**src/logic/pxc_pkg.sv**
```systemverilog
package pxc_pkg;
  // five-level symbol encoding, two's complement in three bits
  localparam logic [2:0] SYM_P2 = 3'h2;
  localparam logic [2:0] SYM_P1 = 3'h1;
  localparam logic [2:0] SYM_Z  = 3'h0;
  localparam logic [2:0] SYM_M1 = 3'h7;
  localparam logic [2:0] SYM_M2 = 3'h6;

  localparam int unsigned CLK_MHZ        = 200;
  localparam int unsigned SAMPLE_MS      = 62;
  localparam int unsigned A_TIMER_MS     = 1300;
  localparam int unsigned MAXWAIT_M_MS   = 750;
  localparam int unsigned MAXWAIT_S_MS   = 350;
  localparam int unsigned MINWAIT_US     = 1;
  localparam int unsigned STABILIZE_US   = 1;
  localparam int unsigned SAMPLE_CYC     = SAMPLE_MS * 1000 * CLK_MHZ;
  localparam int unsigned A_TIMER_CYC    = A_TIMER_MS * 1000 * CLK_MHZ;
  localparam int unsigned MAXWAIT_M_CYC  = MAXWAIT_M_MS * 1000 * CLK_MHZ;
  localparam int unsigned MAXWAIT_S_CYC  = MAXWAIT_S_MS * 1000 * CLK_MHZ;
  localparam int unsigned MINWAIT_CYC    = MINWAIT_US * CLK_MHZ;
  localparam int unsigned STABILIZE_CYC  = STABILIZE_US * CLK_MHZ;

  localparam logic [10:0] LFSR_SEED_RST  = 11'h5A3;

  // apb register offsets
  localparam logic [11:0] REG_CTRL    = 12'h000;
  localparam logic [11:0] REG_STATUS  = 12'h004;
  localparam logic [11:0] REG_SEED    = 12'h008;
  localparam logic [11:0] REG_TXSYM   = 12'h00C;
  localparam logic [11:0] REG_RXSYM   = 12'h010;

  // control field positions
  localparam int unsigned CTRL_LINK_EN  = 0;
  localparam int unsigned CTRL_MASTER   = 1;
  localparam int unsigned CTRL_XOVER_EN = 2;
  localparam int unsigned CTRL_PMA_RST  = 3;
  localparam logic [31:0] CTRL_RST      = 32'h00000004;

  typedef enum logic [2:0] {
    PHY_DISABLE  = 3'h0,
    PHY_SILENT   = 3'h1,
    PHY_TRAINING = 3'h2,
    PHY_IDLE     = 3'h3,
    PHY_DATA     = 3'h4
  } pxc_phy_e;

  typedef enum logic [1:0] {
    LM_FAIL  = 2'h0,
    LM_HOLD  = 2'h1,
    LM_UP    = 2'h2
  } pxc_lm_e;

  typedef enum logic [1:0] {
    TXM_N = 2'h0,
    TXM_I = 2'h1,
    TXM_Z = 2'h2
  } pxc_txm_e;

  typedef struct packed {
    logic [2:0] a;
    logic [2:0] b;
    logic [2:0] c;
    logic [2:0] d;
  } pxc_sym_s;

  typedef struct packed {
    logic loc_ok;
    logic rem_ok;
    logic scr_ok;
    logic link_pulse;
    logic tx_pulse;
  } pxc_rx_s;
endpackage : pxc_pkg

```
**src/logic/pxc_timer.sv**
```systemverilog
`timescale 1ns/10ps
module pxc_timer #(
  parameter int unsigned W = 32
) (
  input  wire logic         pclk,
  input  wire logic         presetn,
  input  wire logic         start,
  input  wire logic         stop,
  input  wire logic [W-1:0] limit,
  output logic              running,
  output logic              done
);
  logic [W-1:0] count;

  initial begin
    if (W < 2) $error("pxc_timer width too small");
  end

  // stop clears and halts the count
  always_ff @(posedge pclk or negedge presetn) begin
    if (!presetn) begin
      count   <= '0;
      running <= 1'b0;
      done    <= 1'b0;
    end else if (stop) begin
      count   <= '0;
      running <= 1'b0;
      done    <= 1'b0;
    end else if (start) begin
      count   <= '0;
      running <= 1'b1;
      done    <= 1'b0;
    end else if (running) begin
      if (count >= limit - W'(1)) begin
        running <= 1'b0;
        done    <= 1'b1;
      end else begin
        count <= count + W'(1);
      end
    end
  end
endmodule : pxc_timer

```
**src/logic/pxc_lfsr.sv**
```systemverilog
`timescale 1ns/10ps
module pxc_lfsr (
  input  wire logic        pclk,
  input  wire logic        presetn,
  input  wire logic        load,
  input  wire logic [10:0] seed,
  input  wire logic        step,
  output logic             swap_decision_bit
);
  logic [10:0] s;

  // x^11 + x^9 + 1, maximal length; all-zero seed replaced
  always_ff @(posedge pclk or negedge presetn) begin
    if (!presetn) begin
      s <= pxc_pkg::LFSR_SEED_RST;
    end else if (load) begin
      s <= (seed == 11'h000) ? pxc_pkg::LFSR_SEED_RST : seed;
    end else if (step) begin
      s <= {s[9:0], s[10] ^ s[8]};
    end
  end

  assign swap_decision_bit = s[10];
endmodule : pxc_lfsr

```
**src/logic/pxc_phy_ctrl.sv**
```systemverilog
`timescale 1ns/10ps
// Contract
// - send one five-level symbol per pair
// - capture one received symbol per pair
// - optional swap A/B, C/D before negotiation
// - 11-bit shift register drives proposal
// - advance once per sample, decide bit 10
// - keep wiring when link seen
// - no link: step, maybe switch wiring
// - pulse in progress freezes crossover
// - link-detected since sample timer start
// - sample window 62 ms
// - free 1.3 s timer restarts crossover
// - stopping a timer clears it
// - maxwait 750 ms master, 350 slave
// - maxwait expiry with receiver bad fails
// - minwait 1 us bounds control states
// - receiver ok 1 us before link up
// - three transmit modes normal idle zero
// - role driven out continuously
// - local receiver status from rx path
// - remote receiver status from rx coding
// - wiring state reports straight or crossed
// - attachment reset; pulse flag only sending
// - silent with zeros, master trains at once
// - after minwait pick data or idle
module pxc_phy_ctrl #(
  parameter int unsigned SAMPLE_CYC    = pxc_pkg::SAMPLE_CYC,
  parameter int unsigned A_TIMER_CYC   = pxc_pkg::A_TIMER_CYC,
  parameter int unsigned MAXWAIT_M_CYC = pxc_pkg::MAXWAIT_M_CYC,
  parameter int unsigned MAXWAIT_S_CYC = pxc_pkg::MAXWAIT_S_CYC,
  parameter int unsigned MINWAIT_CYC   = pxc_pkg::MINWAIT_CYC,
  parameter int unsigned STAB_CYC      = pxc_pkg::STABILIZE_CYC
) (
  input  wire logic              pclk,
  input  wire logic              presetn,
  input  wire logic              psel,
  input  wire logic              penable,
  input  wire logic              pwrite,
  input  wire logic [11:0]       paddr,
  input  wire logic [31:0]       pwdata,
  output logic                   pready,
  output logic                   pslverr,
  output logic [31:0]            prdata,
  input  wire pxc_pkg::pxc_sym_s tx_sym,
  input  wire pxc_pkg::pxc_sym_s rx_pair,
  input  wire pxc_pkg::pxc_rx_s  rx_stat,
  output pxc_pkg::pxc_sym_s      tx_pair,
  output pxc_pkg::pxc_sym_s      rx_sym,
  output logic                   swap_pairs,
  output logic                   wiring_state,
  output logic                   is_master,
  output logic [1:0]             tx_mode,
  output logic                   link_ok,
  output logic                   loc_rcvr_ok,
  output logic                   rem_rcvr_ok,
  output logic                   pulse_active,
  output logic                   pma_reset
);
  localparam int unsigned TW = 32;

  initial begin
    if (MINWAIT_CYC < 2 || STAB_CYC < 2 || SAMPLE_CYC < 2) $error("pxc_phy_ctrl timer too short");
    if (A_TIMER_CYC <= SAMPLE_CYC) $error("pxc_phy_ctrl free timer must exceed sample window");
  end

  // status inputs come from other logic: two-stage synchroniser
  pxc_pkg::pxc_rx_s st_meta;
  pxc_pkg::pxc_rx_s st;
  always_ff @(posedge pclk or negedge presetn) begin
    if (!presetn) begin
      st_meta <= '0;
      st      <= '0;
    end else begin
      st_meta <= rx_stat;
      st      <= st_meta;
    end
  end

  // apb registers
  logic [31:0] ctrl;
  logic [10:0] seed;
  logic        seed_load;
  logic        apb_wr;
  logic        apb_rd;
  assign apb_wr  = psel && penable && pwrite;
  // read data loaded in setup so it stands through the access phase
  assign apb_rd  = psel && !penable && !pwrite;
  assign pready  = 1'b1;

  function automatic logic addr_ok(input logic [11:0] a);
    addr_ok = (a == pxc_pkg::REG_CTRL) || (a == pxc_pkg::REG_STATUS) || (a == pxc_pkg::REG_SEED)
           || (a == pxc_pkg::REG_TXSYM) || (a == pxc_pkg::REG_RXSYM);
  endfunction : addr_ok

  assign pslverr = psel && penable && !addr_ok(paddr);

  always_ff @(posedge pclk or negedge presetn) begin
    if (!presetn) begin
      ctrl      <= pxc_pkg::CTRL_RST;
      seed      <= pxc_pkg::LFSR_SEED_RST;
      seed_load <= 1'b0;
    end else begin
      seed_load <= 1'b0;
      if (apb_wr && paddr == pxc_pkg::REG_CTRL) begin
        ctrl <= {28'h0000000, pwdata[3:0]};
      end else if (apb_wr && paddr == pxc_pkg::REG_SEED) begin
        seed      <= pwdata[10:0];
        seed_load <= 1'b1;
      end
    end
  end

  logic link_en;
  logic xover_en;
  assign link_en   = ctrl[pxc_pkg::CTRL_LINK_EN];
  assign is_master = ctrl[pxc_pkg::CTRL_MASTER];
  assign xover_en  = ctrl[pxc_pkg::CTRL_XOVER_EN];
  assign pma_reset = ctrl[pxc_pkg::CTRL_PMA_RST];

  pxc_pkg::pxc_phy_e phy;
  pxc_pkg::pxc_lm_e  lm;
  logic [1:0]        xs;
  logic              link_det;

  always_ff @(posedge pclk or negedge presetn) begin
    if (!presetn) begin
      prdata <= 32'h00000000;
    end else if (apb_rd) begin
      if (paddr == pxc_pkg::REG_CTRL) begin
        prdata <= ctrl;
      end else if (paddr == pxc_pkg::REG_STATUS) begin
        prdata <= {20'h00000, link_det, xs, lm, phy, wiring_state, pulse_active, rem_rcvr_ok, loc_rcvr_ok};
      end else if (paddr == pxc_pkg::REG_SEED) begin
        prdata <= {21'h000000, seed};
      end else if (paddr == pxc_pkg::REG_TXSYM) begin
        prdata <= {20'h00000, tx_pair};
      end else if (paddr == pxc_pkg::REG_RXSYM) begin
        prdata <= {20'h00000, rx_sym};
      end else begin
        prdata <= 32'h00000000;
      end
    end
  end

  assign loc_rcvr_ok  = st.loc_ok;
  assign rem_rcvr_ok  = st.rem_ok;
  assign pulse_active = st.tx_pulse;

  // timers
  logic mx_start, mx_stop, mx_done;
  logic mn_start, mn_stop, mn_done;
  logic sb_start, sb_stop, sb_done;
  logic sp_start, sp_done;
  logic at_done, at_run;
  logic [TW-1:0] mx_limit;
  assign mx_limit = is_master ? TW'(MAXWAIT_M_CYC) : TW'(MAXWAIT_S_CYC);

  pxc_timer #(.W(TW)) u_maxwait (
    .pclk(pclk), .presetn(presetn), .start(mx_start), .stop(mx_stop),
    .limit(mx_limit), .running(), .done(mx_done));
  pxc_timer #(.W(TW)) u_minwait (
    .pclk(pclk), .presetn(presetn), .start(mn_start), .stop(mn_stop),
    .limit(TW'(MINWAIT_CYC)), .running(), .done(mn_done));
  pxc_timer #(.W(TW)) u_stab (
    .pclk(pclk), .presetn(presetn), .start(sb_start), .stop(sb_stop),
    .limit(TW'(STAB_CYC)), .running(), .done(sb_done));
  pxc_timer #(.W(TW)) u_sample (
    .pclk(pclk), .presetn(presetn), .start(sp_start), .stop(pma_reset),
    .limit(TW'(SAMPLE_CYC)), .running(), .done(sp_done));
  pxc_timer #(.W(TW)) u_atimer (
    .pclk(pclk), .presetn(presetn), .start(!at_run), .stop(1'b0),
    .limit(TW'(A_TIMER_CYC)), .running(at_run), .done(at_done));

  pxc_pkg::pxc_phy_e next_phy;
  always_comb begin
    next_phy = phy;
    case (phy)
      pxc_pkg::PHY_DISABLE:  if (link_en) next_phy = pxc_pkg::PHY_SILENT;
      pxc_pkg::PHY_SILENT:   if (is_master || st.scr_ok) next_phy = pxc_pkg::PHY_TRAINING;
      pxc_pkg::PHY_TRAINING: if (mn_done && st.loc_ok) begin
        next_phy = st.rem_ok ? pxc_pkg::PHY_DATA : pxc_pkg::PHY_IDLE;
      end
      pxc_pkg::PHY_IDLE: begin
        if (mn_done && !st.loc_ok) next_phy = pxc_pkg::PHY_SILENT;
        else if (mn_done && st.rem_ok) next_phy = pxc_pkg::PHY_DATA;
      end
      pxc_pkg::PHY_DATA: begin
        if (mn_done && !st.loc_ok) next_phy = pxc_pkg::PHY_SILENT;
        else if (mn_done && !st.rem_ok) next_phy = pxc_pkg::PHY_IDLE;
      end
      default: next_phy = pxc_pkg::PHY_DISABLE;
    endcase
    if (!link_en || pma_reset) next_phy = pxc_pkg::PHY_DISABLE;
  end

  always_ff @(posedge pclk or negedge presetn) begin
    if (!presetn) phy <= pxc_pkg::PHY_DISABLE;
    else          phy <= next_phy;
  end

  logic phy_enter;
  assign phy_enter = next_phy != phy;
  assign mx_start = phy_enter && next_phy == pxc_pkg::PHY_SILENT;
  assign mx_stop  = pma_reset || (phy_enter && (next_phy == pxc_pkg::PHY_IDLE || next_phy == pxc_pkg::PHY_DATA
                    || next_phy == pxc_pkg::PHY_DISABLE));
  assign mn_start = phy_enter && (next_phy == pxc_pkg::PHY_TRAINING || next_phy == pxc_pkg::PHY_IDLE
                    || next_phy == pxc_pkg::PHY_DATA);
  assign mn_stop  = pma_reset || (phy_enter && (next_phy == pxc_pkg::PHY_SILENT || next_phy == pxc_pkg::PHY_DISABLE));

  always_ff @(posedge pclk or negedge presetn) begin
    if (!presetn) begin
      tx_mode <= pxc_pkg::TXM_Z;
    end else if (next_phy == pxc_pkg::PHY_DATA) begin
      tx_mode <= pxc_pkg::TXM_N;
    end else if (next_phy == pxc_pkg::PHY_TRAINING || next_phy == pxc_pkg::PHY_IDLE) begin
      tx_mode <= pxc_pkg::TXM_I;
    end else begin
      tx_mode <= pxc_pkg::TXM_Z;
    end
  end

  // link monitor
  pxc_pkg::pxc_lm_e next_lm;
  always_comb begin
    next_lm = lm;
    case (lm)
      pxc_pkg::LM_FAIL: if (st.loc_ok && link_en) next_lm = pxc_pkg::LM_HOLD;
      pxc_pkg::LM_HOLD: begin
        if (!st.loc_ok) next_lm = pxc_pkg::LM_FAIL;
        else if (sb_done) next_lm = pxc_pkg::LM_UP;
      end
      pxc_pkg::LM_UP: if (!st.loc_ok) next_lm = pxc_pkg::LM_FAIL;
      default: next_lm = pxc_pkg::LM_FAIL;
    endcase
    if ((mx_done && !st.loc_ok) || !link_en || pma_reset) next_lm = pxc_pkg::LM_FAIL;
  end

  always_ff @(posedge pclk or negedge presetn) begin
    if (!presetn) lm <= pxc_pkg::LM_FAIL;
    else          lm <= next_lm;
  end

  assign sb_start = next_lm == pxc_pkg::LM_HOLD && lm != pxc_pkg::LM_HOLD;
  assign sb_stop  = next_lm == pxc_pkg::LM_FAIL && lm != pxc_pkg::LM_FAIL;
  assign link_ok  = lm == pxc_pkg::LM_UP;

  // crossover machine: 0 init, 1 sampling, 2 locked
  logic       swap_bit;
  logic       lf_step;
  logic [1:0] next_xs;
  pxc_lfsr u_lfsr (
    .pclk(pclk), .presetn(presetn), .load(seed_load), .seed(seed),
    .step(lf_step), .swap_decision_bit(swap_bit));

  always_comb begin
    next_xs = xs;
    lf_step = 1'b0;
    case (xs)
      2'h0: next_xs = 2'h1;
      2'h1: if (sp_done) begin
        if (link_det) next_xs = 2'h2;
        else lf_step = 1'b1;
        if (!link_det) next_xs = 2'h0;
      end
      2'h2: if (!link_det && sp_done) next_xs = 2'h0;
      default: next_xs = 2'h0;
    endcase
    if (at_done && xs != 2'h2) next_xs = 2'h0;
    if (st.tx_pulse) begin
      next_xs = xs;
      lf_step = 1'b0;
    end
  end

  always_ff @(posedge pclk or negedge presetn) begin
    if (!presetn) xs <= 2'h0;
    else if (pma_reset || !xover_en || lm == pxc_pkg::LM_UP) xs <= 2'h0;
    else xs <= next_xs;
  end

  // decision from bit 10 after step
  logic swap_next;
  always_ff @(posedge pclk or negedge presetn) begin
    if (!presetn) swap_next <= 1'b0;
    else if (pma_reset || !xover_en) swap_next <= 1'b0;
    else if (xs == 2'h0 && next_xs == 2'h1 && !st.tx_pulse && lm != pxc_pkg::LM_UP && swap_bit) swap_next <= !swap_next;
  end
  // swap only when enabled, before negotiation; reported
  assign swap_pairs   = swap_next;
  assign wiring_state = swap_next;

  assign sp_start = !pma_reset && xs == 2'h0 && next_xs == 2'h1;
  always_ff @(posedge pclk or negedge presetn) begin
    if (!presetn) link_det <= 1'b0;
    else if (sp_start) link_det <= st.link_pulse || lm == pxc_pkg::LM_UP;
    else if (st.link_pulse || lm == pxc_pkg::LM_UP) link_det <= 1'b1;
  end

  always_ff @(posedge pclk or negedge presetn) begin
    if (!presetn) begin
      tx_pair <= '0;
      rx_sym  <= '0;
    end else if (pma_reset) begin
      tx_pair <= '0;
      rx_sym  <= '0;
    end else begin
      tx_pair.a <= tx_mode == pxc_pkg::TXM_Z ? pxc_pkg::SYM_Z : (swap_pairs ? tx_sym.b : tx_sym.a);
      tx_pair.b <= tx_mode == pxc_pkg::TXM_Z ? pxc_pkg::SYM_Z : (swap_pairs ? tx_sym.a : tx_sym.b);
      tx_pair.c <= tx_mode == pxc_pkg::TXM_Z ? pxc_pkg::SYM_Z : (swap_pairs ? tx_sym.d : tx_sym.c);
      tx_pair.d <= tx_mode == pxc_pkg::TXM_Z ? pxc_pkg::SYM_Z : (swap_pairs ? tx_sym.c : tx_sym.d);
      rx_sym.a  <= swap_pairs ? rx_pair.b : rx_pair.a;
      rx_sym.b  <= swap_pairs ? rx_pair.a : rx_pair.b;
      rx_sym.c  <= swap_pairs ? rx_pair.d : rx_pair.c;
      rx_sym.d  <= swap_pairs ? rx_pair.c : rx_pair.d;
    end
  end
endmodule : pxc_phy_ctrl

```
**config.mk**
```make
export PLATFORM = sky130hd
export DESIGN_NAME = pxc_phy_ctrl
export DESIGN_NICKNAME = d
export VERILOG_FILES = /design/src/logic/pxc_pkg.sv /design/src/logic/pxc_timer.sv /design/src/logic/pxc_lfsr.sv /design/src/logic/pxc_phy_ctrl.sv
export SDC_FILE = /design/constraint.sdc
export NUM_CORES = 1
export LEC_CHECK = 0
export ABC_CLOCK_PERIOD_IN_PS = 2100
export BUFFER_PORTS_ARGS = -buffer_cell sky130_fd_sc_hd__buf_2
export CAP_MARGIN = 0
export CORE_ASPECT_RATIO = 0.75
export CORE_UTILIZATION = 34
export DETAILED_ROUTE_END_ITERATION = 6
export GPL_TIMING_DRIVEN = 0
export HOLD_SLACK_MARGIN = 0.03
export SETUP_SLACK_MARGIN = 0.3
export SLEW_MARGIN = 20
export SYNTH_ARGS = -nofsm -noshare
export SYNTH_HDL_FRONTEND = slang
export SYNTH_SLANG_ARGS = --single-unit
```
**constraint.sdc**
```tcl
create_clock -name pclk -period 2.1 [get_ports pclk]
set_clock_uncertainty 0.05 [all_clocks]
set_input_delay 0.21 -clock pclk [delete_from_list [all_inputs] [get_ports pclk]]
set_output_delay 0.21 -clock pclk [all_outputs]
set_load 0.05 [all_outputs]
```
==> out/qor.txt, run 1 <==
TNS Setup: -6.81 ns
Yosys reg bits: 220
TritonCTS Sinks: 220
Die Ht: 152 um
grt met2 use: 0.249
Fill cells: 2679
pin count of the biggest net entering global routing: 86
synth warn: 0
Worst Path Arrival: 2.72 ns
clk root buf: clkbuf_16
vias in the first global route: 7979
CTS tree: built
core area: 29300 um2
final setup fails: 58
post-route cell area: 14000 um2
vias: 7871
1st-iter DRT viols: 360
# DRC: 0
post-synthesis cell type count: 75
htree depth: 1
hold violation count in the final report: 0
Final ANT Viol Nets: 0
min Tclk post-route: 2.31 ns
register area share after synthesis: 0.540
failing checks: negative setup slack
# Max-Cap Violations: 0
Layout area overhead: 36.9%
initial antenna violation count: 0
Initial Util: 0.349
pwr dens: 675 nW/um2
gr ovfl total: 0
RSZ-0062 raised after global routing: true
Worst Path Max Fanout: 10
GRT busiest layer: met2
synthesized instance count: 968
Die Width: 202 um
final slew viol count: 0
area post-placement: 11700 um2
Setup CP Type: reg -> reg
Slew Limit Headroom: 0.579
crit start category: flop
GRT Total Usage: 0.165
DR vias/cell: 4.82
global routing usage on met3: 0.0357
CP required: 2.50 ns
Final HPWL DP: 16.6 mm
hold path depth: 3
I/O Pins: 146
ant diodes: 0
area taken by multi-input logic gates: 5110 um2
nets: 1308
Leak: 6.35 nW
dpl ws: -0.456 ns
Synth top cells by count: dfrtp_1, nor2_1, and2_1, nand2_1, xnor2_1
Num CTS Buffers: 22
Hold Crit Class: in -> reg
Sw Ratio: 0.251
NetSw: 2.37 mW
Int Pwr: 7.07 mW
First-pass DRT Iterations: 5
insertion delay to the later sink of the worst-skew pair: 0.52 ns
CP endpoint kind: flop
ys flop type: dfrtp_1
Sequential Power Share: 0.476
Reg area: 5540 um2
cell taking the most area after synthesis: dfrtp_1
drt total wl: 25.6 mm
largest cells by area after synthesis: dfrtp_1, and2_1, mux2i_1
top-count cell post-synth: dfrtp_1
Max VDD drop: 0.612 mV
Period Utilization, post-route: 1.10
slew of the pin with the lowest slew margin: 0.626 ns
# rows: 54
Clock transition at path regs: 0.06 ns
average wire per standard cell: 15.7 um
CTS max path bufs: 3
post-synthesis async set-or-reset flop share: 1.00
R2R depth: 9
Final GP Congestion: 0.814
syn_area_per_cell: 10.6 um2
die area: 30800 um2
fmax: 0.432 GHz
clock power share: 0.405
share of layout cells above drive strength 1: 0.343
final worst slack: -0.214 ns
share of the synthesized area in the top cell type: 0.504
worst hold slack: 0.0541 ns
Post-synth EDFFs: 0
met1 Use GR: 0.243
outcome: finished with violations
first-pass GRT wire length: 41.7 mm
# port buffers: 100
synthesized cell area: 10200 um2
Logic pwr share: 0.118
==> what timing repair did <==
| item | in CTS | in global routing |
|---|---|---|
| endpoints found under the hold margin | 114 | 0 |
| pin swaps | 63 | 65 |
| hold buffers | 44 | 0 |
| setup endpoints to repair | 136 | 153 |
| gates cloned | 2 | 1 |
| setup buffers | 45 | 21 |
| gates resized for setup | 88 | 73 |
==> stage by stage <==
stage / power [mW] / instances / util
after global routing: 9.87 / 1632 / 0.477
after detailed placement: 5.41 / 1481 / 0.399
after global placement: 5.38 / 1479 / 0.396
after CTS: 9.47 / 1610 / 0.463
final: 9.45 / 1632 / 0.477
after floorplan: 5.11 / 987 / -
==> cell usage in the layout, fill, tap and decap left out, types with 9 or more instances in the layout <==
| cell type | count |
|---|---|
| a21oi_1 | 21 |
| and2_1 | 59 |
| and2_4 | 10 |
| buf_2 | 100 |
| buf_4 | 74 |
| buf_6 | 27 |
| clkbuf_1 | 21 |
| clkbuf_16 | 25 |
| conb_1 | 21 |
| dfrtp_1 | 193 |
| dfrtp_2 | 13 |
| dfstp_2 | 14 |
| dlygate4sd3_1 | 44 |
| inv_1 | 22 |
| mux2_2 | 18 |
| mux2i_1 | 40 |
| nand2_1 | 55 |
| nand2_2 | 9 |
| nand3_1 | 9 |
| nand4_1 | 17 |
| nor2_1 | 85 |
| nor2b_1 | 26 |
| nor3_1 | 9 |
| nor3_2 | 12 |
| nor3_4 | 13 |
| nor4_1 | 14 |
| o21ai_0 | 34 |
| or3_1 | 11 |
| xnor2_1 | 38 |
| xor2_1 | 15 |
==> sequential cells by signal, indices dropped and copies added, names as in the netlist, 2 cells and up <==
name / count
ctrl: 4
lm: 2
phy: 3
prdata: 12
rx_sym: 12
seed: 11
st: 2
st_meta: 5
tx_mode: 2
tx_pair: 12
u_atimer.count: 32
u_lfsr.s: 11
u_minwait.count: 32
u_sample.count: 32
u_stab.count: 32
xs: 2
==> power by group through the flow <==
stage / clock network, mW / logic, mW / registers, mW
6_report: 3.83 / 1.12 / 4.50
5_1_grt: 4.13 / 1.23 / 4.51
4_1_cts: 3.93 / 1.05 / 4.48
3_5_place_dp: 0 / 0.845 / 4.56
3_3_place_gp: 0 / 0.823 / 4.56
2_1_floorplan: 0 / 0.485 / 4.62
==> path summary, 6_finish.rpt <==
| kind | startpoint | slack [ns] | end |
|---|---|---|---|
| setup / recovery | phy[1]$_DFF_PN0_ | -0.21 | u_minwait.count[9]$_DFFE_PN0P_ |
| setup reg to reg | phy[1]$_DFF_PN0_ | -0.21 | u_minwait.count[9]$_DFFE_PN0P_ |
| hold / removal | psel | 0.05 | prdata[2]$_DFFE_PN0P_ |
| min in group asynchronous | presetn | 0.19 | tx_pair[2]$_DFF_PN0_ |
| max in group asynchronous | presetn | 0.63 | lm[0]$_DFF_PN0_ |
| hold reg to reg | st_meta[1]$_DFF_PN0_ | 0.30 | st[1]$_DFF_PN0_ |
==> worst max-delay path, cell delays in order (launching register included) <==
cell and delay (ns):
dfrtp_2 0.45, nand4bb_4 0.26, a21oi_2 0.27, o41ai_2 0.12
a2111o_1 0.32, o211a_1 0.22, buf_6 0.12, nor2_4 0.15
buf_6 0.15, and2_1 0.13
==> cell families (layout without fill, tap and decap cells) <==
kind of cell / Yosys count / in the layout / share of synthesized area
flops: 220 / 220 / 0.540
other cells: 2 / 21 / 0.000735
simple gates: 419 / 419 / 0.226
fa+ha+maj: 5 / 5 / 0.00588
buf+inv: 83 / 336 / 0.0411
xor+xnor: 57 / 57 / 0.0488
compound gates: 124 / 124 / 0.0786
mux: 58 / 58 / 0.0590
==> metal layers <==
layer	up-vias	share of wire
met1	3824	0.49
met3	32	0.049
li1	3853	-
met2	162	0.44
met5	-	0
met4	0	0.018
==> final cells by class <==
cell class                 count  share of cell area
buffer                        61              0.0319
sequential                   220               0.396
timing repair buffer         215               0.116
clock inverter                 1            0.000358
multi-input combinational    684               0.365
inverter                      22             0.00590
clock buffer                  37              0.0492
tap                          392              0.0351
(Power assumes the default switching activity.)
==> run 2: changes to the inputs <==
ABC_CLOCK_PERIOD_IN_PS = 2300   (was 2100)
SETUP_SLACK_MARGIN = 0.05   (was 0.3)
clock period = 2.3 ns   (was 2.1 ns; I/O delays follow)
==> run 2 against run 1 <==
  * The run still ends with negative setup slack left
  * Setup slack better by 0.21 ns
  * First-iteration DRC count up 28%
  * Fmax increased by 0.45%
  * Hold slack improved by 0.0099 ns
  * Sequential cell count stayed put
  * Via count decreased by 1.5%
  * Register-to-register slack better by 0.21 ns
  * Clock power down 6.3%
  * Sequential power down 8.7%
  * Cell count fell by 2.3%
==> out/qor.txt, run 2 (synthesized netlist as in run 1, its figures left out) <==
first-pass GRT wire length: 38.6 mm (-7.3%)
htree depth: 1 (unchanged)
area taken by multi-input logic gates: 4670 um2 (-8.7%)
Setup CP Type: reg -> reg
Worst path slowest cell: dfrtp_2
# port buffers: 100 (unchanged)
Max stage delay on crit path: 0.42 ns (-0.03 ns)
final slew viol count: 0 (unchanged)
Worst Path Max Fanout: 6 (-4)
Max VDD drop: 0.376 mV (-39%)
die area: 30800 um2 (unchanged)
CTS tree: built
average wire per standard cell: 14.8 um (-5.5%)
Num CTS Buffers: 22 (unchanged)
TritonCTS Sinks: 220 (unchanged)
crit-path cells: buf_8, and3b_1, o211a_1, nor4b_4, a41oi_2, o211a_1, nor2_4, buf_6, and2_1
Layout area overhead: 28.4%
Die Width: 202 um (unchanged)
Int Pwr: 6.49 mW (-8.2%)
Die Ht: 152 um (unchanged)
min Tclk post-route: 2.30 ns (-0.0103 ns)
GRT Total Usage: 0.151 (-0.0138)
gr ovfl total: 0 (unchanged)
# Max-Cap Violations: 0 (unchanged)
Final ANT Viol Nets: 0 (unchanged)
initial antenna violation count: 0 (unchanged)
Hold Crit Class: in -> reg
Fill cells: 2817 (+5.2%)
Pwr Total: 8.66 mW (-8.4%)
nets: 1270 (-2.9%)
r2r setup slk: -0.004 ns (+0.21 ns)
hold violation count in the final report: 0 (unchanged)
post-route cell area: 13100 um2 (-6.2%)
DR vias/cell: 4.86 (+0.77%)
Final HPWL DP: 15.9 mm (-4.1%)
Setup crit start: loc_rcvr_ok$_DFF_PN0_
NetSw: 2.17 mW (-8.7%)
final setup fails: 2 (-97%)
dpl ws: -0.205 ns (+0.250 ns)
Logic pwr share: 0.110 (-0.008)
drt total wl: 23.6 mm (-7.7%)
# rows: 54 (unchanged)
CP endpoint: u_minwait.count[23]$_DFFE_PN0P_
First-pass DRT Iterations: 5 (unchanged)
outcome: finished with violations
Critical R2R Launch: loc_rcvr_ok$_DFF_PN0_
Final GP Congestion: 0.822 (+1.0%)
vias in the first global route: 7467 (-6.4%)
CP required: 2.71 ns (+0.21 ns)
1st-iter DRT viols: 459 (+28%)
most frequent cells in the layout: dfrtp_1, buf_2, nor2_1, nand2_1, and2_1
Sw Ratio: 0.250 (-0.000931)
Worst Path Arrival: 2.71 ns (about the same)
slew of the pin with the lowest slew margin: 1.07 ns (+0.442 ns)
vias: 7752 (-1.5%)
most common cell after layout, fill and taps aside: dfrtp_1
core area: 29300 um2 (unchanged)
ant diodes: 0 (unchanged)
CTS max path bufs: 3 (unchanged)
fmax: 0.434 GHz (+0.45%)
Initial Util: 0.349 (unchanged)
share of layout cells above drive strength 1: 0.254 (-0.0892)
Leak: 6.02 nW (-5.1%)
crit start category: flop
# DRC: 0 (unchanged)
Slew Limit Headroom: 0.283 (-0.296)
Clock transition at path regs: 0.06 ns (about the same)
Period Utilization, post-route: 1.00 (-0.100)
insertion delay to the later sink of the worst-skew pair: 0.52 ns (about the same)
RSZ-0062 raised after global routing: true
R2R depth: 9 (unchanged)
clk root buf: clkbuf_16
Reg area: 5530 um2 (-0.18%)
CP endpoint kind: flop
capturing point of the worst reg2reg path: u_minwait.count[23]$_DFFE_PN0P_
final worst slack: -0.00395 ns (+0.210 ns)
area post-placement: 11400 um2 (-2.7%)
Sequential Power Share: 0.475 (about the same)
Critical Path Most Common Cell: o211a_1
pin count of the biggest net entering global routing: 80 (-7.0%)
pwr dens: 660 nW/um2 (-2.3%)
clock power share: 0.415 (+0.010)
failing checks: negative setup slack
I/O Pins: 146 (unchanged)
==> run 2: cell types whose count changed in the layout (fill, tap and decap cells not counted), moves of 9 or more <==
| cell | delta |
|---|---|
| nand2_1 | +9 |
| buf_6 | -18 |
| nor3_4 | -11 |
| clkbuf_1 | +9 |
| nor3_1 | +17 |
| buf_4 | -22 |
==> run 2: routing by layer <==
layer | vias up | global-route usage | routed length [um]
li1 | 3777 | - | -
met1 | 3782 | 0.228 | 11900
met2 | 164 | 0.221 | 10000
met3 | 29 | 0.0334 | 1220
met4 | 0 | 0.0329 | 410
met5 | - | 0 | 0
==> run 2: worst min path at each step <==
stage | slack [ns] | cells past startpoint | from | to
6_report | 0.06 | 3 | psel | prdata[2]$_DFFE_PN0P_
5_1_grt | 0.05 | 3 | psel | prdata[2]$_DFFE_PN0P_
4_1_cts | 0.04 | 3 | psel | prdata[2]$_DFFE_PN0P_
3_5_place_dp | 0.16 | 1 | presetn | u_minwait.count[28]$_DFFE_PN0P_
3_3_place_gp | 0.28 | 0 | st_meta[0]$_DFF_PN0_ | pulse_active$_DFF_PN0_
2_1_floorplan | -0.12 | 0 | presetn | ctrl[0]$_DFFE_PN0P_
==> run 2: stage by stage <==
stage                     hold WS, ns   util  instances  setup TNS, ns
after floorplan                -0.116      -        987              0
after global placement          0.283  0.386       1479        -615.06
after detailed placement        0.162  0.388       1481          -6.25
after CTS                      0.0361  0.436       1579              0
after global routing           0.0490  0.448       1595          -2.57
final                          0.0639  0.448       1595       -0.00706
==> run 2: power groups by stage <==
stage / clock, mW / sequential [mW] / combinational (mW)
after global routing: 3.84 / 4.12 / 1.05
after detailed placement: 0 / 4.15 / 0.753
after CTS: 3.69 / 4.08 / 0.851
after global placement: 0 / 4.15 / 0.727
final: 3.59 / 4.11 / 0.955
after floorplan: 0 / 4.21 / 0.420
==> run 2: layout make-up <==
| type | count | area share |
|---|---|---|
| Tap cell | 392 | 0.0374 |
| Clock buffer | 31 | 0.0468 |
| Sequential cell | 220 | 0.421 |
| Timing Repair Buffer | 179 | 0.0967 |
| Buffer | 59 | 0.0284 |
| Inverter | 22 | 0.00629 |
| Multi-Input combinational cell | 684 | 0.355 |
| Clock inverter | 8 | 0.00772 |
==> run 2: worst max-delay path: cells and delay by family (launching register included) <==
| kind | cells | cell delay [ns] |
|---|---|---|
| AO/OA/AOI/OAI | 3 | 0.62 |
| AND/OR/NAND/NOR | 4 | 0.86 |
| flip-flops | 1 | 0.42 |
| buffers and inverters | 2 | 0.28 |
==> run 2: repair_timing <==
item	CTS	global route
buffers inserted	15	16
gates resized for setup	33	52
cloned	1	1
endpoints found under the hold margin	106	0
setup endpoints to repair	73	75
hold buffers	44	0
pin swaps	8	27
==> run 3: changes to the inputs <==
CTS_BUF_LIST = sky130_fd_sc_hd__clkbuf_8   (was not set)
==> run 3 against run 2 <==
  * The flow now finishes without violations
  * Design area fell by 0.20%
  * Power fell by 2.3%
  * Via count is 0.44% lower
  * Sequential share of layout area up 0.085 points
  * Non-clock buffer count grew 2
  * Routed wire length fell by 0.58%
  * Fmax up 0.83%
  * Critical path depth is 2 lower
  * Sequential cell count unchanged
  * Clock power shrank 5%
  * Die area is the same
  * Sequential power hardly changed
  * Critical endpoint is now u_sample.count[23]$_DFFE_PN0P_
==> out/qor.txt, run 3 (synthesized netlist as in run 1, its figures left out) <==
outcome: finished, final reports clean
crit-path cells: nand3_2, or2_4, or3_4, or2_1, buf_6, or4_4, a21oi_2
crit start category: flop
Reg area: 5530 um2 (unchanged)
htree depth: 2 (+1)
most frequent cells in the layout: dfrtp_1, buf_2, nor2_1, and2_1, nand2_1
Worst path slowest cell: dfrtp_1
average wire per standard cell: 14.5 um (-2.2%)
share of layout cells above drive strength 1: 0.254 (+0.000332)
Final HPWL DP: 15.9 mm (unchanged)
CTS max path bufs: 3 (unchanged)
CP required: 2.72 ns (about the same)
clock power share: 0.403 (-0.012)
Final GP Congestion: 0.822 (unchanged)
Int Pwr: 6.25 mW (-3.7%)
TritonCTS Sinks: 220 (unchanged)
CP endpoint kind: flop
r2r setup slk: 0.02 ns (+0.02 ns)
core area: 29300 um2 (unchanged)
final slew viol count: 0 (unchanged)
Period Utilization, post-route: 0.993 (-0.00827)
Final ANT Viol Nets: 0 (unchanged)
Die Width: 202 um (unchanged)
Worst Path Max Fanout: 9 (+3)
Leak: 6.07 nW (+0.83%)
vias in the first global route: 7583 (+1.6%)
CP top delay family: simple AND/OR/NAND/NOR gates
CTS tree: built
ant diodes: 0 (unchanged)
Max stage delay on crit path: 0.43 ns (about the same)
# port buffers: 100 (unchanged)
# Max-Cap Violations: 0 (unchanged)
1st-iter DRT viols: 354 (-23%)
Logic pwr share: 0.110 (about the same)
final setup fails: 0 (-2)
fmax: 0.438 GHz (+0.83%)
# DRC: 0 (unchanged)
Critical R2R Launch: u_sample.count[2]$_DFFE_PN0P_
slew of the pin with the lowest slew margin: 1.02 ns (-0.0442 ns)
CP bufs+invs: 1 (-1)
DR vias/cell: 4.76 (-2.0%)
first-pass GRT wire length: 38.8 mm (+0.52%)
dpl ws: -0.205 ns (unchanged)
clk root buf: clkbuf_8
R2R depth: 7 (-2)
min Tclk post-route: 2.28 ns (-0.0190 ns)
final worst slack: 0.0151 ns (+0.0190 ns)
nets: 1285 (+1.2%)
Setup CP Type: reg -> reg
Die Ht: 152 um (unchanged)
Slew Limit Headroom: 0.312 (+0.0297)
First-pass DRT Iterations: 5 (unchanged)
RSZ-0062 raised after global routing: true
Fill cells: 2808 (-0.32%)
hold violation count in the final report: 0 (unchanged)
Initial Util: 0.349 (unchanged)
Sw Ratio: 0.261 (+0.0110)
Layout area overhead: 28.1%
area post-placement: 11400 um2 (unchanged)
gr ovfl total: 0 (unchanged)
Worst Path Arrival: 2.70 ns (about the same)
hold path startpoint: penable
pwr dens: 646 nW/um2 (-2.1%)
die area: 30800 um2 (unchanged)
capturing point of the worst reg2reg path: u_sample.count[23]$_DFFE_PN0P_
Sequential Power Share: 0.487 (+0.012)
GRT Total Usage: 0.154 (+0.00258)
vias: 7718 (-0.44%)
area taken by multi-input logic gates: 4610 um2 (-1.2%)
hold path depth: 4 (+1)
initial antenna violation count: 0 (unchanged)
Max VDD drop: 0.479 mV (+27%)
most common cell after layout, fill and taps aside: dfrtp_1
Num CTS Buffers: 35 (+59%)
Worst Hold End: prdata[2]$_DFFE_PN0P_
pin count of the biggest net entering global routing: 80 (unchanged)
post-route cell area: 13100 um2 (-0.20%)
drt total wl: 23.4 mm (-0.58%)
# rows: 54 (unchanged)
Clock transition at path regs: 0.06 ns (about the same)
insertion delay to the later sink of the worst-skew pair: 0.54 ns (+0.02 ns)
Hold Crit Class: in -> reg
NetSw: 2.21 mW (+2.0%)
I/O Pins: 146 (unchanged)
-- run 3: cell count changes in the layout (fill, tap and decap cells not counted), sizes merged --
cell,delta
clkinv,-2
inv,+11
dlygate4sd3,+2
bufinv,-2
clkbuf,+17
-- run 3: cell type report --
type,count,share of cell area
tap,392,0.0374
buffer,59,0.0282
timing repair buffer,181,0.0985
inverter,22,0.00630
sequential,220,0.422
clock inverter,15,0.00525
multi-input combinational,684,0.352
clock buffer,48,0.0504
-- run 3: worst max-delay path by stage --
stage,from,to,slack (ns),cells past startpoint
2_1_floorplan,loc_rcvr_ok$_DFF_PN0_,u_minwait.count[27]$_DFFE_PN0P_,0.04,10
5_1_grt,phy[0]$_DFF_PN0_,u_minwait.count[30]$_DFFE_PN0P_,-0.07,9
6_report,u_sample.count[2]$_DFFE_PN0P_,u_sample.count[23]$_DFFE_PN0P_,0.02,7
4_1_cts,u_minwait.count[0]$_DFFE_PN0P_,u_minwait.count[6]$_DFFE_PN0P_,0.04,8
3_5_place_dp,u_minwait.count[0]$_DFFE_PN0P_,u_minwait.count[6]$_DFFE_PN0P_,-0.21,8
3_3_place_gp,presetn,rem_rcvr_ok$_DFF_PN0_,-3.25,1
-- run 3: per-stage QoR --
step | hold slack (ns) | utilization | std cells | total power [mW] | TNS, ns
after floorplan | -0.116 | - | 987 | 4.63 | 0
after global placement | 0.283 | 0.386 | 1479 | 4.88 | -615.06
after detailed placement | 0.162 | 0.388 | 1481 | 4.90 | -6.25
after CTS | 0.0374 | 0.437 | 1606 | 8.48 | 0
after global routing | 0.0553 | 0.447 | 1621 | 8.88 | -1.37
final | 0.0823 | 0.447 | 1621 | 8.46 | 0
-- run 3: power groups by stage --
stage | registers [mW] | clock network, mW | logic [mW]
floorplan | 4.21 | 0 | 0.420
global placement | 4.15 | 0 | 0.727
detailed placement | 4.15 | 0 | 0.753
CTS | 4.09 | 3.55 | 0.852
global route | 4.13 | 3.73 | 1.02
finish | 4.12 | 3.41 | 0.931
-- run 3: worst register-to-register path: stages, from the launching register on --
cell	delay (ns)
dfrtp_1	0.43
nand3_2	0.11
or2_4	0.28
or3_4	0.42
or2_1	0.25
buf_6	0.14
or4_4	0.41
a21oi_2	0.13
-- run 3: repair_timing --
item	CTS	global route
setup endpoints to repair	73	68
hold endpoints to repair	113	0
gates resized for setup	32	35
setup buffers	17	16
pin swaps	8	11
hold buffers	46	0
-- run 3: per-layer routing --
layer	routed length [um]	track usage
met1	11700	0.226
met2	9900	0.220
met3	1520	0.0428
met4	385	0.0451
met5	0	0
